File: config.mk
export PLATFORM = sky130hd
export DESIGN_NAME = eec_core
export DESIGN_NICKNAME = d
export VERILOG_FILES = /design/src/eec_pkg.sv /design/src/eec_core.sv
export SDC_FILE = /design/constraint.sdc
export NUM_CORES = 1
export LEC_CHECK = 0
export BUFFER_PORTS_ARGS = -buffer_cell sky130_fd_sc_hd__buf_2
export CORE_MARGIN = 3
export CORE_UTILIZATION = 25
export DETAILED_ROUTE_END_ITERATION = 16
export PLACE_DENSITY = 0.47
export SETUP_SLACK_MARGIN = 0.05
export SYNTH_ARGS = -nofsm -noshare
export SYNTH_HDL_FRONTEND = slang
export SYNTH_SLANG_ARGS = --single-unit
File: constraint.sdc
create_clock -name clock -period 4.9 [get_ports clock]
set_clock_uncertainty 0.2 [all_clocks]
set_input_delay 0.245 -clock clock [delete_from_list [all_inputs] [get_ports clock]]
set_output_delay 0.245 -clock clock [all_outputs]
set_load 0.01 [all_outputs]
File: src/eec_pkg.sv
// Constants, register map and types for the exception-entry control block.
package eec_pkg;
    // Bit numbers are little-endian positions: big-endian bit n sits at 31-n.
    localparam int unsigned EE_POS = 15;
    localparam int unsigned ME_POS = 12;
    localparam int unsigned IP_POS = 6;
    localparam int unsigned RI_POS = 1;
    localparam int unsigned LE_POS = 0;
    localparam int unsigned ILE_POS = 16;
    localparam int unsigned FETCH_POS = 30;
    localparam logic [31:0] BASE_LOW = 32'h0000_0000;
    localparam logic [31:0] BASE_HIGH = 32'hFFF0_0000;
    localparam logic [31:0] OFS_RESET = 32'h0000_0100;
    localparam logic [31:0] OFS_MCHECK = 32'h0000_0200;
    localparam logic [31:0] OFS_EXTINT = 32'h0000_0500;
    localparam logic [31:0] ZERO_RESET = 32'h0000_0000;
    localparam logic [31:0] MASK_SET = 32'h2800_000F;
    localparam logic [31:0] UPPER_MASK = 32'h0000_FFFF;
    // Register byte offsets on APB.
    localparam logic [7:0] A_STATE = 8'h00;
    localparam logic [7:0] A_SPC = 8'h04;
    localparam logic [7:0] A_SMS = 8'h08;
    localparam logic [7:0] A_AFC = 8'h0C;
    localparam logic [7:0] A_FDA = 8'h10;
    localparam logic [7:0] A_DBG = 8'h14;
    localparam logic [7:0] A_STAT = 8'h18;
    localparam logic [7:0] A_FPEC = 8'h1C;
    localparam logic [7:0] A_TRC = 8'h20;
    localparam logic [7:0] A_LB1 = 8'h24;
    localparam logic [7:0] A_LB2 = 8'h28;
    localparam logic [7:0] A_CNTA = 8'h2C;
    localparam logic [7:0] A_CNTB = 8'h30;
    localparam logic [7:0] A_DPC = 8'h34;
    localparam logic [7:0] A_DPM = 8'h38;
    localparam logic [7:0] A_CCS = 8'h3C;
    localparam logic [7:0] A_CAP = 8'h40;
    localparam logic [7:0] A_CDP = 8'h44;
    localparam int unsigned N_REGS = 18;
    // Debug enable register bits.
    localparam int unsigned CHSTP_POS = 0;
    localparam int unsigned MCDBG_POS = 1;
    localparam int unsigned FREEZE_CYCLES = 2;
    typedef enum logic [1:0] {MC_HANDLER, MC_CHECKSTOP, MC_DEBUG} eec_mc_action_t;
endpackage

File: src/eec_core.sv
// Exception-entry control: reset, machine check and external interrupt entry.
//
// Design decisions made here: the APB register port and the placing of the registers.
`timescale 1ns/1ps
module eec_core (
    input wire logic clock,
    input wire logic resetn,
    input wire logic clk_en,
    input wire logic core_reset_n,
    input wire logic reset_cfg_high,
    input wire logic debug_mode_cfg,
    input wire logic ibus_error,
    input wire logic lbus_error,
    input wire logic [31:0] fault_instr_addr,
    input wire logic [31:0] fault_data_addr,
    input wire logic [31:0] fault_instr_word,
    input wire logic fault_x_form,
    input wire logic fault_recoverable,
    input wire logic irq_n,
    input wire logic higher_pending,
    input wire logic retire_done,
    input wire logic [31:0] next_instr_addr,
    input wire logic psel,
    input wire logic penable,
    input wire logic pwrite,
    input wire logic [7:0] paddr,
    input wire logic [31:0] pwdata,
    output logic [31:0] prdata,
    output logic pready,
    output logic pslverr,
    output logic fetch_valid,
    output logic [31:0] fetch_addr,
    output logic checkstop,
    output logic debug_entry,
    output logic retire_request
);
    // =====================================================================
    // Input synchronisers and register storage.
    logic [1:0] irq_sync_q;
    logic [1:0] rst_sync_q;
    logic [31:0] regs_q [eec_pkg::N_REGS];
    logic [31:0] prdata_q;
    logic pready_q;
    logic pslverr_q;
    logic fetch_valid_q;
    logic [31:0] fetch_addr_q;
    logic checkstop_q;
    logic [1:0] freeze_q;
    logic debug_entry_q;
    logic retire_req_q;
    logic reset_pend_q;
    logic run;
    logic mc_event;
    logic ext_take;
    eec_pkg::eec_mc_action_t mc_act;

    function automatic int unsigned idx(input logic [7:0] a);
        return int'(a[7:2]);
    endfunction

    function automatic logic [31:0] vbase(input logic sel);
        return sel ? eec_pkg::BASE_HIGH : eec_pkg::BASE_LOW;
    endfunction

    // The interrupt request and core reset come from other logic that may not share our edge.
    always_ff @(posedge clock or negedge resetn) begin
        if (!resetn) begin
            irq_sync_q <= 2'b11;
            rst_sync_q <= 2'b11;
        end else if (clk_en) begin
            irq_sync_q <= {irq_sync_q[0], irq_n};
            rst_sync_q <= {rst_sync_q[0], core_reset_n};
        end
    end

    logic [31:0] st;
    assign st = regs_q[idx(eec_pkg::A_STATE)];
    // Checkstop freezes machine check and interrupt entry; the bus slave and reset sequencing stay on the bus clock.
    assign run = clk_en && !checkstop_q && !reset_pend_q;
    assign mc_event = ibus_error || lbus_error;
    assign ext_take = !irq_sync_q[1] && st[eec_pkg::EE_POS] && !higher_pending
        && !mc_event && retire_done;

    always_comb begin
        logic [31:0] dbg;
        dbg = regs_q[idx(eec_pkg::A_DBG)];
        mc_act = eec_pkg::MC_HANDLER;
        if (st[eec_pkg::ME_POS]) begin
            if (debug_mode_cfg && dbg[eec_pkg::MCDBG_POS]) begin
                mc_act = eec_pkg::MC_DEBUG;
            end else begin
                mc_act = eec_pkg::MC_HANDLER;
            end
        end else if (debug_mode_cfg && dbg[eec_pkg::CHSTP_POS]) begin
            mc_act = eec_pkg::MC_DEBUG;
        end else begin
            mc_act = eec_pkg::MC_CHECKSTOP;
        end
    end

    // =====================================================================
    // Reset exception sequencing.
    // The reset exception is recognised without a clock on resetn but through the clocked synchroniser on core_reset_n; the first fetch follows on release.
    always_ff @(posedge clock or negedge resetn) begin
        if (!resetn) begin
            reset_pend_q <= 1'b1;
        end else if (clk_en) begin
            if (!rst_sync_q[1]) begin
                reset_pend_q <= 1'b1;
            end else begin
                reset_pend_q <= 1'b0;
            end
        end
    end

    always_ff @(posedge clock or negedge resetn) begin
        if (!resetn) begin
            checkstop_q <= 1'b0;
            freeze_q <= 2'b00;
        end else if (clk_en) begin
            if (reset_pend_q) begin
                checkstop_q <= 1'b0;
                freeze_q <= 2'b00;
            end else if (!checkstop_q && mc_event && mc_act == eec_pkg::MC_CHECKSTOP) begin
                checkstop_q <= 1'b1;
                freeze_q <= 2'(eec_pkg::FREEZE_CYCLES);
            end else if (freeze_q != 2'b00) begin
                freeze_q <= freeze_q - 2'b01;
            end
        end
    end

    // =====================================================================
    // Exception entry: fetch redirect, debug request and retire request.
    always_ff @(posedge clock or negedge resetn) begin
        if (!resetn) begin
            fetch_valid_q <= 1'b0;
            fetch_addr_q <= eec_pkg::ZERO_RESET;
            debug_entry_q <= 1'b0;
            retire_req_q <= 1'b0;
        end else if (clk_en) begin
            fetch_valid_q <= 1'b0;
            debug_entry_q <= 1'b0;
            retire_req_q <= 1'b0;
            if (reset_pend_q && rst_sync_q[1]) begin
                fetch_valid_q <= 1'b1;
                fetch_addr_q <= vbase(reset_cfg_high) | eec_pkg::OFS_RESET;
            end else if (run && mc_event) begin
                if (mc_act == eec_pkg::MC_HANDLER) begin
                    fetch_valid_q <= 1'b1;
                    fetch_addr_q <= vbase(st[eec_pkg::IP_POS]) | eec_pkg::OFS_MCHECK;
                end else if (mc_act == eec_pkg::MC_DEBUG) begin
                    debug_entry_q <= 1'b1;
                end
            end else if (run && !irq_sync_q[1] && st[eec_pkg::EE_POS] && !higher_pending) begin
                if (ext_take) begin
                    fetch_valid_q <= 1'b1;
                    fetch_addr_q <= vbase(st[eec_pkg::IP_POS]) | eec_pkg::OFS_EXTINT;
                end else begin
                    retire_req_q <= 1'b1;
                end
            end
        end
    end

    // =====================================================================
    // Register file: APB writes, reset loads and exception context saves.
    always_ff @(posedge clock) begin
        if (clk_en) begin
            if (reset_pend_q && rst_sync_q[1]) begin
                // Only listed registers change; the rest keep their contents.
                regs_q[idx(eec_pkg::A_STATE)] <= (st & (32'h1 << eec_pkg::ME_POS))
                    | (32'(reset_cfg_high) << eec_pkg::IP_POS);
                regs_q[idx(eec_pkg::A_FPEC)] <= eec_pkg::ZERO_RESET;
                regs_q[idx(eec_pkg::A_TRC)] <= eec_pkg::ZERO_RESET;
                regs_q[idx(eec_pkg::A_LB1)] <= eec_pkg::ZERO_RESET;
                regs_q[idx(eec_pkg::A_LB2)] <= eec_pkg::ZERO_RESET;
                regs_q[idx(eec_pkg::A_CNTA)] <= regs_q[idx(eec_pkg::A_CNTA)]
                    & ~eec_pkg::UPPER_MASK;
                regs_q[idx(eec_pkg::A_CNTB)] <= regs_q[idx(eec_pkg::A_CNTB)]
                    & ~eec_pkg::UPPER_MASK;
                regs_q[idx(eec_pkg::A_DPC)] <= eec_pkg::ZERO_RESET;
                regs_q[idx(eec_pkg::A_DPM)] <= regs_q[idx(eec_pkg::A_DPM)] | eec_pkg::MASK_SET;
                regs_q[idx(eec_pkg::A_CCS)] <= eec_pkg::ZERO_RESET;
            end else if (run && mc_event && mc_act == eec_pkg::MC_HANDLER) begin
                regs_q[idx(eec_pkg::A_SPC)] <= fault_instr_addr;
                regs_q[idx(eec_pkg::A_SMS)] <= (st & eec_pkg::UPPER_MASK)
                    & ~(32'h1 << eec_pkg::RI_POS)
                    | (32'(fault_recoverable) << eec_pkg::RI_POS)
                    | (32'(ibus_error) << eec_pkg::FETCH_POS);
                regs_q[idx(eec_pkg::A_STATE)] <= (st & (32'h1 << eec_pkg::IP_POS))
                    | (32'(st[eec_pkg::ILE_POS]) << eec_pkg::LE_POS);
                if (lbus_error && !ibus_error) begin
                    regs_q[idx(eec_pkg::A_FDA)] <= fault_data_addr;
                    regs_q[idx(eec_pkg::A_AFC)] <= {15'h0000,
                        fault_x_form ? fault_instr_word[2:1] : 2'b00,
                        fault_x_form ? fault_instr_word[6] : fault_instr_word[26],
                        4'h0, fault_instr_word[25:16]};
                end
            end else if (run && !mc_event && ext_take) begin
                regs_q[idx(eec_pkg::A_SPC)] <= next_instr_addr;
                regs_q[idx(eec_pkg::A_SMS)] <= st & eec_pkg::UPPER_MASK;
                regs_q[idx(eec_pkg::A_STATE)] <= (st & ((32'h1 << eec_pkg::IP_POS)
                    | (32'h1 << eec_pkg::ME_POS)))
                    | (32'(st[eec_pkg::ILE_POS]) << eec_pkg::LE_POS);
            end else if (psel && penable && pwrite && idx(paddr) < eec_pkg::N_REGS
                && paddr != eec_pkg::A_STAT) begin
                regs_q[idx(paddr)] <= pwdata;
            end
        end
    end

    // =====================================================================
    // APB slave: one wait-free access phase; unmapped addresses return an error.
    always_ff @(posedge clock or negedge resetn) begin
        if (!resetn) begin
            prdata_q <= eec_pkg::ZERO_RESET;
            pready_q <= 1'b0;
            pslverr_q <= 1'b0;
        end else if (clk_en) begin
            pready_q <= psel && !penable;
            pslverr_q <= psel && !penable && idx(paddr) >= eec_pkg::N_REGS;
            if (psel && !penable) begin
                if (paddr == eec_pkg::A_STAT) begin
                    prdata_q <= {29'h0, retire_req_q, debug_entry_q, checkstop_q};
                end else if (idx(paddr) < eec_pkg::N_REGS) begin
                    prdata_q <= regs_q[idx(paddr)];
                end else begin
                    prdata_q <= eec_pkg::ZERO_RESET;
                end
            end
        end
    end

    assign prdata = prdata_q;
    assign pready = pready_q;
    assign pslverr = pslverr_q;
    assign fetch_valid = fetch_valid_q;
    assign fetch_addr = fetch_addr_q;
    assign checkstop = checkstop_q;
    assign debug_entry = debug_entry_q;
    assign retire_request = retire_req_q;

    // =====================================================================
    // Checks.
    // Machine check handler entry and the reset register load share these two antecedents.
    logic mc_handle;
    logic reset_load;
    assign mc_handle = run && mc_event && mc_act == eec_pkg::MC_HANDLER;
    assign reset_load = clk_en && reset_pend_q && rst_sync_q[1];

    chk_checkstop_sticky: assert property (@(posedge clock) disable iff (!resetn)
        checkstop_q && clk_en && !reset_pend_q |=> checkstop_q)
        else $error("checkstop dropped without reset");

    chk_mc_vector: assert property (@(posedge clock) disable iff (!resetn)
        run && mc_event && mc_act == eec_pkg::MC_HANDLER |=>
        fetch_valid_q && fetch_addr_q == (vbase($past(st[eec_pkg::IP_POS])) | 32'h200))
        else $error("machine check vector wrong");

    chk_ext_vector: assert property (@(posedge clock) disable iff (!resetn)
        run && !mc_event && ext_take |=>
        fetch_valid_q && fetch_addr_q[11:0] == 12'h500)
        else $error("external interrupt vector wrong");

    chk_ee_cleared: assert property (@(posedge clock) disable iff (!resetn)
        run && (ext_take || (mc_event && mc_act == eec_pkg::MC_HANDLER)) |=>
        !st[eec_pkg::EE_POS])
        else $error("enable bit not cleared on entry");

    chk_ext_blocked: assert property (@(posedge clock) disable iff (!resetn)
        !st[eec_pkg::EE_POS] && !mc_event && !reset_pend_q |=> !fetch_valid_q)
        else $error("interrupt taken while disabled");

    chk_me_cleared: assert property (@(posedge clock) disable iff (!resetn)
        run && mc_event && mc_act == eec_pkg::MC_HANDLER |=> !st[eec_pkg::ME_POS])
        else $error("check enable not cleared");

    chk_debug_entry: assert property (@(posedge clock) disable iff (!resetn)
        run && mc_event && mc_act == eec_pkg::MC_DEBUG |=> debug_entry_q && !fetch_valid_q)
        else $error("debug entry missing");

    chk_reset_fetch: assert property (@(posedge clock) disable iff (!resetn)
        clk_en && reset_pend_q && rst_sync_q[1] |=> fetch_valid_q && fetch_addr_q[11:0] == 12'h100)
        else $error("reset vector wrong");

    chk_checkstop_entry: assert property (@(posedge clock) disable iff (!resetn)
        run && mc_event && mc_act == eec_pkg::MC_CHECKSTOP
        |=> checkstop_q)
        else $error("checkstop not entered");

    chk_checkstop_quiet: assert property (@(posedge clock) disable iff (!resetn)
        checkstop_q
        |-> !fetch_valid_q && !debug_entry_q)
        else $error("activity in checkstop");

    chk_mc_spc: assert property (@(posedge clock) disable iff (!resetn)
        mc_handle
        |=> regs_q[idx(eec_pkg::A_SPC)] == $past(fault_instr_addr))
        else $error("machine check address wrong");

    chk_mc_fetch_flag: assert property (@(posedge clock) disable iff (!resetn)
        mc_handle
        |=> regs_q[idx(eec_pkg::A_SMS)][eec_pkg::FETCH_POS] == $past(ibus_error))
        else $error("fetch flag wrong");

    chk_mc_sms_clear: assert property (@(posedge clock) disable iff (!resetn)
        mc_handle
        |=> regs_q[idx(eec_pkg::A_SMS)][31] == 1'b0
        && regs_q[idx(eec_pkg::A_SMS)][29:16] == 14'h0000)
        else $error("saved state not cleared");

    chk_mc_recover: assert property (@(posedge clock) disable iff (!resetn)
        mc_handle
        |=> regs_q[idx(eec_pkg::A_SMS)][eec_pkg::RI_POS] == $past(fault_recoverable))
        else $error("recoverable flag wrong");

    chk_mc_fda: assert property (@(posedge clock) disable iff (!resetn)
        mc_handle && lbus_error && !ibus_error
        |=> regs_q[idx(eec_pkg::A_FDA)] == $past(fault_data_addr))
        else $error("fault data address wrong");

    chk_mc_byte_order: assert property (@(posedge clock) disable iff (!resetn)
        mc_handle
        |=> st[eec_pkg::LE_POS] == $past(st[eec_pkg::ILE_POS]))
        else $error("byte order not loaded");

    chk_ext_spc: assert property (@(posedge clock) disable iff (!resetn)
        run && ext_take
        |=> regs_q[idx(eec_pkg::A_SPC)] == $past(next_instr_addr))
        else $error("interrupt return address wrong");

    chk_ext_sms: assert property (@(posedge clock) disable iff (!resetn)
        run && ext_take
        |=> regs_q[idx(eec_pkg::A_SMS)] == ($past(st) & eec_pkg::UPPER_MASK))
        else $error("interrupt saved state wrong");

    chk_ext_me_kept: assert property (@(posedge clock) disable iff (!resetn)
        run && ext_take
        |=> st[eec_pkg::ME_POS] == $past(st[eec_pkg::ME_POS]))
        else $error("check enable changed");

    chk_ext_retire: assert property (@(posedge clock) disable iff (!resetn)
        run && !mc_event && !irq_sync_q[1] && st[eec_pkg::EE_POS] && !higher_pending
        && !retire_done |=> retire_req_q && !fetch_valid_q)
        else $error("interrupt taken before retire");

    chk_reset_base: assert property (@(posedge clock) disable iff (!resetn)
        reset_load
        |=> st[eec_pkg::IP_POS] == $past(reset_cfg_high))
        else $error("base select not loaded");

    chk_reset_zero: assert property (@(posedge clock) disable iff (!resetn)
        reset_load
        |=> regs_q[idx(eec_pkg::A_DPC)] == eec_pkg::ZERO_RESET
        && regs_q[idx(eec_pkg::A_CCS)] == eec_pkg::ZERO_RESET)
        else $error("reset registers not cleared");

    chk_reset_mask: assert property (@(posedge clock) disable iff (!resetn)
        reset_load
        |=> (regs_q[idx(eec_pkg::A_DPM)] & eec_pkg::MASK_SET) == eec_pkg::MASK_SET)
        else $error("mask bits not set");

    chk_reset_hold: assert property (@(posedge clock) disable iff (!resetn)
        reset_pend_q && !rst_sync_q[1]
        |=> !fetch_valid_q)
        else $error("fetch during reset");

    chk_reset_pend: assert property (@(posedge clock) disable iff (!resetn)
        clk_en && !rst_sync_q[1]
        |=> reset_pend_q)
        else $error("reset request missed");

    cov_mcheck: cover property (@(posedge clock) run && mc_event);
    cov_checkstop: cover property (@(posedge clock) $rose(checkstop_q));
    cov_extint: cover property (@(posedge clock) run && ext_take);
    cov_debug: cover property (@(posedge clock) run && mc_event && mc_act == eec_pkg::MC_DEBUG);
    cov_reset: cover property (@(posedge clock) reset_load);
endmodule

Word-level counts from Yosys, hierarchy flattened
Memory sizes are Yosys's and may differ from the RTL's.
Cells that the tools add are included.
{"block": "totals", "reg_bits": 75, "ram_bits": 576, "input_bits": 184, "memories": 1}
{"block": "classes", "magnitude_cmp": 2, "eq_ne": 6, "muxes": 72, "bitwise_logic": 9, "reduce_logical": 46}
{"name": "regs_q", "words": 18, "width": 32, "read_ports": 3, "rd_clocked_by_memory_dff": 0, "wr": 10, "line": "eec_core.sv:41", "text": "logic [31:0] regs_q [eec_pkg::N_REGS];"}
{"operator": "$mux W32", "n": 18}
{"operator": "$reduce_or A32 Y1", "n": 5}
{"operator": "$mux W1", "n": 45}
{"operator": "$or A16 B31 Y31", "n": 1}
{"operator": "$logic_and A1 B1 Y1", "n": 25}
{"operator": "$mux W5", "n": 5}
{"operator": "$or A16 B2 Y16", "n": 1}
{"operator": "$or A13 B1 Y13", "n": 1}
{"operator": "$or A13 B7 Y13", "n": 1}
{"operator": "$eq A8 B5 Y1 const B", "n": 1}
{"operator": "$mux W2", "n": 4}
{"operator": "$ne A8 B5 Y1 const B", "n": 1}
{"operator": "$logic_not A1 Y1", "n": 7}
{"operator": "$or A7 B1 Y7", "n": 1}
{"operator": "$ge A6 B5 Y1 const B", "n": 1}
{"operator": "$lt A6 B5 Y1 const B", "n": 1}
{"operator": "$reduce_and A2 Y1", "n": 3}
{"operator": "$reduce_bool A3 Y1", "n": 2}
{"operator": "$or A1 B1 Y1", "n": 4}
{"operator": "$reduce_and A4 Y1", "n": 1}
{"operator": "$ne A3 B2 Y1 const B", "n": 1}
{"operator": "$eq A2 B1 Y1 const B", "n": 1}
{"operator": "$eq A2 B2 Y1 const B", "n": 1}
{"operator": "$logic_not A2 Y1", "n": 1}
{"operator": "3 further kinds", "n": 3}

Depth between registers and ports, before layout
Gate-level depths: netlist (run 1).
{"block": "logic_depth", "depth_word": 14, "ltp_mapped": 8, "ltp_nobuf": 5}

Least setup slack after synthesis (run 1)
Ideal clock, no wire load.
{"block": "synth_path", "kind": "flip-flop to flip-flop", "startpoint": "register irq_sync_q[1]", "endpoint": "memory regs_q[17][0] (enable)", "arrival_time_ns": 4.501, "path_slack_ns": -0.314, "path_stages_with_launch": 5, "n_path_buf": 0, "synth_period_minus_slack_ns": 5.214, "path_cell_list": "dfstp_2 -> nor3b_2 -> a32oi_2 -> o2111ai_2 -> nor4b_1"}
{"element": "from (decl)", "line": "eec_core.sv:39", "text": "logic [1:0] irq_sync_q;"}
{"element": "from (signal assigned)", "line": "eec_core.sv:71", "text": "irq_sync_q <= {irq_sync_q[0], irq_n};"}
{"element": "to (decl)", "line": "eec_core.sv:41"}

==> results.toml, run 1 <==
[clocking]
clockBufferDepth = 3
insertion_delay_ns = 0.70
clkSinkCount = 1071
h-tree-depth = 3
cts_tree = "done"
clkTransAtPathRegs_ns = 0.06
cts-root-buf = "clkbuf_16"
numCtsBuffers = 112

[logic_synthesis]
synth_top_area_share_pct = 68.6
synth_area_leaders = "edfxtp_1, mux2i_1, and2_1"
synth-main-ff-cell = "edfxtp_1"
ys_async_sr_fraction_pct = 4.39
seq_area_frac_synth_pct = 71.3
synthesis.area_sq_um = 44800
synth_cell_types = 65
syn_inst = 2877
synth_most_common_cell = "edfxtp_1"
synth_warnings = 0
synth_enable_flop_cells = 1022
synth_common_cells = "edfxtp_1, mux2i_1, and2_1"
synth.avg_cell_area_sq_um = 15.6
synth_area_leader_cell = "edfxtp_1"
ys_ff_latch = 1071

[floorplan]
coreArea_sq_um = 177000
die_x_um = 429
std_cell_rows = 154
start_util_pct = 25.3
die_area_sq_um = 184000
io_pins = 254
fp.dieH_um = 429

[flow_run]
drv_cap = 0

[placement]
gp_congestion = 0.747
place_hpwl_mm = 82.3
dp_slack_ns = 0.958
portBuffers = 218

[sta]
finalHoldViolations = 0
slew_headroom_pct = 18.8
max_freq_ghz = 0.262
grt_setup_unrepaired = "no"
fin_crit_ns = 3.81
slew_viol_final = 0
hold-worst-slack_ns = 0.0603
final.setup.tns_ns = 0
tightest_slew_ns = 1.21
final.setup.worst_slack_ns = 1.09
period_share_pct = 77.8
report.final.setup_viol = 0

[grt]
antenna_found_initial = 8
grt_pass1_wl_mm = 196
grt_usage_pct = 14.8
grt_overflow_total = 0
grt_pass1_vias = 27380
grt_max_degree = 119

[critical_path]
cp-end-kind = "flip-flop"
required_ns = 5.09
cp.buffers_inverters = 2
cp_common_cell = "buf_4"
crit_slowest_cell = "nor2_4"
crit_path_cell_trace = "nor3b_2 > buf_4 > a32oi_2 > o2111ai_1 > nor2_4 > buf_4"
cp_slowest_stage_delay_ns = 1.03
critPathKind = "reg2reg"
worstPathArrival_ns = 4.01
crit_family = "compound AO/OA/AOI/OAI gates"
critPathLaunchType = "flip-flop"
critPathMaxFanout = 19

[power]
worst_ir_drop_vdd_mv = 0.253
power_leakage_uw = 0.0217
power_uw = 20600
powerDensity_nw_per_um2 = 367

[route]
routed_via_density = 4.33
drt-initial-drc-count = 1907
first_pass_iters = 5
wirelength_mm = 138
wl_per_cell_um = 22.4
drc = 0
vias = 26662
ant_nets = 0

[outcome]
outcome = "finished clean"

[layout]
nets = 3909
n_fill_cell = 17549
drive_gt1_share_pct = 14.9
area_growth_pct = 25.5

[hold_path]
min_path_type = "in2async"
==> sequential cells by signal (all words and copies together) (netlist names) <==
name,cells
pready,1
fetch_valid,1
checkstop,1
regs_q,1024
retire_request,1
irq_sync_q,2
reset_pend_q,1
debug_entry,1
prdata,32
rst_sync_q,2
pslverr,1
fetch_addr,4
==> metal layers <==
layer	vias to the layer above	GRT usage (%)	share of wire, %
li1	12305	-	-
met1	13598	17.5	40
met2	565	26.9	52
met3	194	2.01	4.0
met4	0	5.72	3.6
met5	-	0	0
==> layout make-up <==
type	count	area (sq um)	area share (%)
Antenna cell	1	2.50	0.00445
Sequential cell	1071	31900	56.8
Tap cell	2340	2930	5.21
Clock buffer	140	3070	5.46
Clock inverter	67	562	1.00
Multi-Input combinational cell	2014	13700	24.4
Inverter	6	22.5	0.0401
Timing Repair Buffer	520	3980	7.09
==> cell usage in the layout (no fill, tap or decap), types with 6 or more instances in the layout <==
master and n:
clkbuf_8 12, dlygate4sd3_1 215, nor4_1 65, clkbuf_1 14
bufinv_16 7, and2_1 289, clkinv_2 23, o22ai_1 257
buf_12 6, dfrtp_1 42, mux2_2 34, clkbuf_16 114
a21oi_1 33, edfxtp_1 1022, conb_1 465, inv_1 6
o21ai_0 11, nor2_1 44, buf_2 216, nand2_1 140
mux2i_1 547, buf_4 82, clkinv_1 23, or3_1 8
a22o_1 30
==> worst register-to-register path, cell delays in order, from the launching register on <==
cell       delay (ns)
dfstp_2          0.54
nor3b_2          0.04
buf_4            0.18
a32oi_2          0.52
o2111ai_1        0.59
nor2_4           1.03
buf_4            0.39
==> power by group <==
part	internal, uW	switching, uW
logic	594	950
registers	10500	144
clock network	4800	3620
total	15900	4710
==> per-stage QoR <==
stage | area (sq um) | util (%) | instances
CTS | 56200 | 31.7 | 6158
floorplan | 46500 | - | 3341
finish | 56200 | 31.7 | 6159
detailed placement | 50400 | 28.5 | 5736
global placement | 50400 | 28.5 | 5736
global route | 56200 | 31.7 | 6159
==> path summary, 6_finish.rpt <==
path / startpoint / endpoint / slack (ns) / cells after the start
worst min-delay path: resetn / prdata[7] / 0.06 / 2
max in group asynchronous: resetn / prdata[12] / 3.77 / 2
worst max-delay path: irq_sync_q[1] / regs_q[14][18] / 1.09 / 6
min in group clock: paddr[6] / pslverr / 0.10 / 3
worst min register to register: prdata[15] / prdata[15] / 0.30 / 1
worst max register to register: irq_sync_q[1] / regs_q[14][18] / 1.09 / 6
==> kinds of logic (layout without fill, tap and decap cells) <==
family                 after synthesis  after routing  synth area share [%]
flip-flops                        1071           1071                  71.3
buffers and inverters              256            733                  2.65
multiplexers                       581            581                  13.1
AO/OA/AOI/OAI                      365            365                  5.41
AND/OR/NAND/NOR                    603            603                  7.56
other                                1            466               0.00838
==> repair_timing <==
item                                   in CTS  in global routing
endpoints found under the hold margin    1023                  0
setup buffers                               0                  0
gates resized for setup                     0                  0
hold buffers                              215                  0
No activity file was read; power rests on OpenSTA's default activity.
==> run 2, diff against run 1 <==
PLACE_DENSITY = 0.45   (was 0.47)
clock period = 3.7 ns   (was 4.9 ns; I/O delays follow)
==> run 2 against run 1 <==
Compared with the run above:
- non-clock buffer count grew 46
- clock power grew 35%
- maximum frequency grew 11%
- critical path depth grew 1
- setup slack lost 0.84 ns
- die area is the same
- clock-buffer cell count grew 33
- combinational power grew 38%
- total power grew 34%
- largest power group unchanged
==> results.toml, run 2 (synthesized netlist as in run 1, its figures left out) <==
[critical_path]
crit_slowest_cell = "dlygate4sd3_1"
cp_common_cell = "dlygate4sd3_1"
critPathKind = "reg2reg"
cp-end-kind = "flip-flop"
required_ns = 3.95
worstPathArrival_ns = 3.70
rr_worst_depth = 7
critPathLaunchType = "flip-flop"
reg2reg_to = "regs_q[1][25]"
r2r_setup_slack_ns = 0.25
r2r_start = "irq_sync_q[1]"
cp_slowest_stage_delay_ns = 0.59
crit_path_cell_trace = "nor3b_2 > nand4_1 > buf_4 > mux2i_1 > dlygate4sd3_1 > a21oi_1 > dlygate4sd3_1"
critPathMaxFanout = 19

[route]
ant_nets = 0
routed_via_density = 4.31
wirelength_mm = 144
drt-initial-drc-count = 1827
drc = 0
wl_per_cell_um = 23.1
vias = 26793
first_pass_iters = 5

[sta]
grt_setup_unrepaired = "no"
max_freq_ghz = 0.290
final.setup.worst_slack_ns = 0.250
finalHoldViolations = 0
tightest_slew_ns = 1.20
report.final.setup_viol = 0
hold-worst-slack_ns = 0.124
period_share_pct = 93.3
fin_crit_ns = 3.45
slew_headroom_pct = 19.8
slew_viol_final = 0

[clocking]
cts_tree = "done"
h-tree-depth = 3
clockBufferDepth = 3
clkSinkCount = 1071
insertion_delay_ns = 0.71
numCtsBuffers = 114
cts_resized = 0
postCtsSetupBuffers = 0
clkTransAtPathRegs_ns = 0.06
cts-root-buf = "clkbuf_16"

[layout]
multi_input_area_sq_um = 13700
largest_register_ffs = 1024
layout_common_cells = "edfxtp_1, mux2i_1, conb_1"
n_fill_cell = 17458
area_growth_pct = 27.2
top_register = "regs_q"
drive_gt1_share_pct = 15.3
nets = 3957
layout_commonest_cell = "edfxtp_1"
regArea_sq_um = 31900

[grt]
grt_pass1_wl_mm = 203
grt_usage_pct = 15.4
grt_pass1_vias = 27640
grt_max_degree = 80
antenna_found_initial = 6
grt_overflow_total = 0

[power]
power_leakage_uw = 0.0220
powerDensity_nw_per_um2 = 485
worst_ir_drop_vdd_mv = 0.334

[floorplan]
fp.dieH_um = 429
die_area_sq_um = 184000
die_x_um = 429
start_util_pct = 25.3
io_pins = 254
coreArea_sq_um = 177000
std_cell_rows = 154

[placement]
dp_slack_ns = 0.435
place_hpwl_mm = 86.6
gp_congestion = 0.739
portBuffers = 218

[hold_path]
hp-start = "fault_instr_word[16]"
min_path_type = "in2reg"
holdPathEnd = "regs_q[3][0]"
hold_depth = 3

[flow_run]
drv_cap = 0

[outcome]
outcome = "finished clean"
[run 2: worst max-delay path by stage]
| stage | start | cells past startpoint | slack (ns) | to |
|---|---|---|---|---|
| 6_report | irq_sync_q[1] | 7 | 0.25 | regs_q[1][25] |
| 5_1_grt | irq_sync_q[1] | 7 | 0.12 | regs_q[1][4] |
| 2_1_floorplan | irq_sync_q[1] | 5 | -0.73 | regs_q[8][0] |
| 3_3_place_gp | regs_q[0][15] | 6 | 0.39 | regs_q[7][5] |
| 4_1_cts | irq_sync_q[1] | 7 | 0.12 | regs_q[1][25] |
| 3_5_place_dp | regs_q[0][15] | 6 | 0.43 | regs_q[7][29] |
[run 2: report_power, final]
part	internal (uW)	switching, uW	leakage (uW)
registers	14000	192	0.0104
logic	830	1290	0.00986
clock network	6610	4750	0.00180
[run 2: cell type report]
cell class	instances	share of cell area, %
antenna	4	0.0176
clock buffer	173	5.80
clock inverter	39	0.697
inverter	6	0.0396
multi-input combinational	2014	24.0
sequential	1071	56.1
tap	2340	5.14
timing repair buffer	566	8.21
[run 2: worst max-delay path: cells and delay by family (launching register included)]
family | cells | cell delay [ns]
AOI/OAI and AO/OA | 1 | 0.07
and+or+nand+nor | 2 | 0.75
buffers and inverters | 3 | 1.47
DFF | 1 | 0.37
muxes | 1 | 0.25
[run 2: what timing repair did]
| item | CTS | global route |
|---|---|---|
| hold buffers | 225 | 0 |
| endpoints found under the hold margin | 1073 | 0 |
| endpoints found under the setup margin | 0 | 0 |
[run 2: layer usage]
layer	part of all wire [%]	track usage (%)
met1	41	18.3
met2	52	27.9
met3	3.8	2.28
met4	3.3	5.57
met5	0.0090	0
[run 2: per-stage QoR]
| step | total power, uW | instances | area [sq um] | util, % | setup TNS, ns |
|---|---|---|---|---|---|
| 4_1_cts | 28000 | 6209 | 56900 | 32.1 | 0 |
| 2_1_floorplan | 15500 | 3341 | 46500 | - | -88.68 |
| 6_report | 27600 | 6213 | 56900 | 32.2 | 0 |
| 3_3_place_gp | 16300 | 5772 | 51000 | 28.8 | 0 |
| 5_1_grt | 28700 | 6210 | 56900 | 32.1 | 0 |
| 3_5_place_dp | 16400 | 5772 | 51000 | 28.8 | 0 |
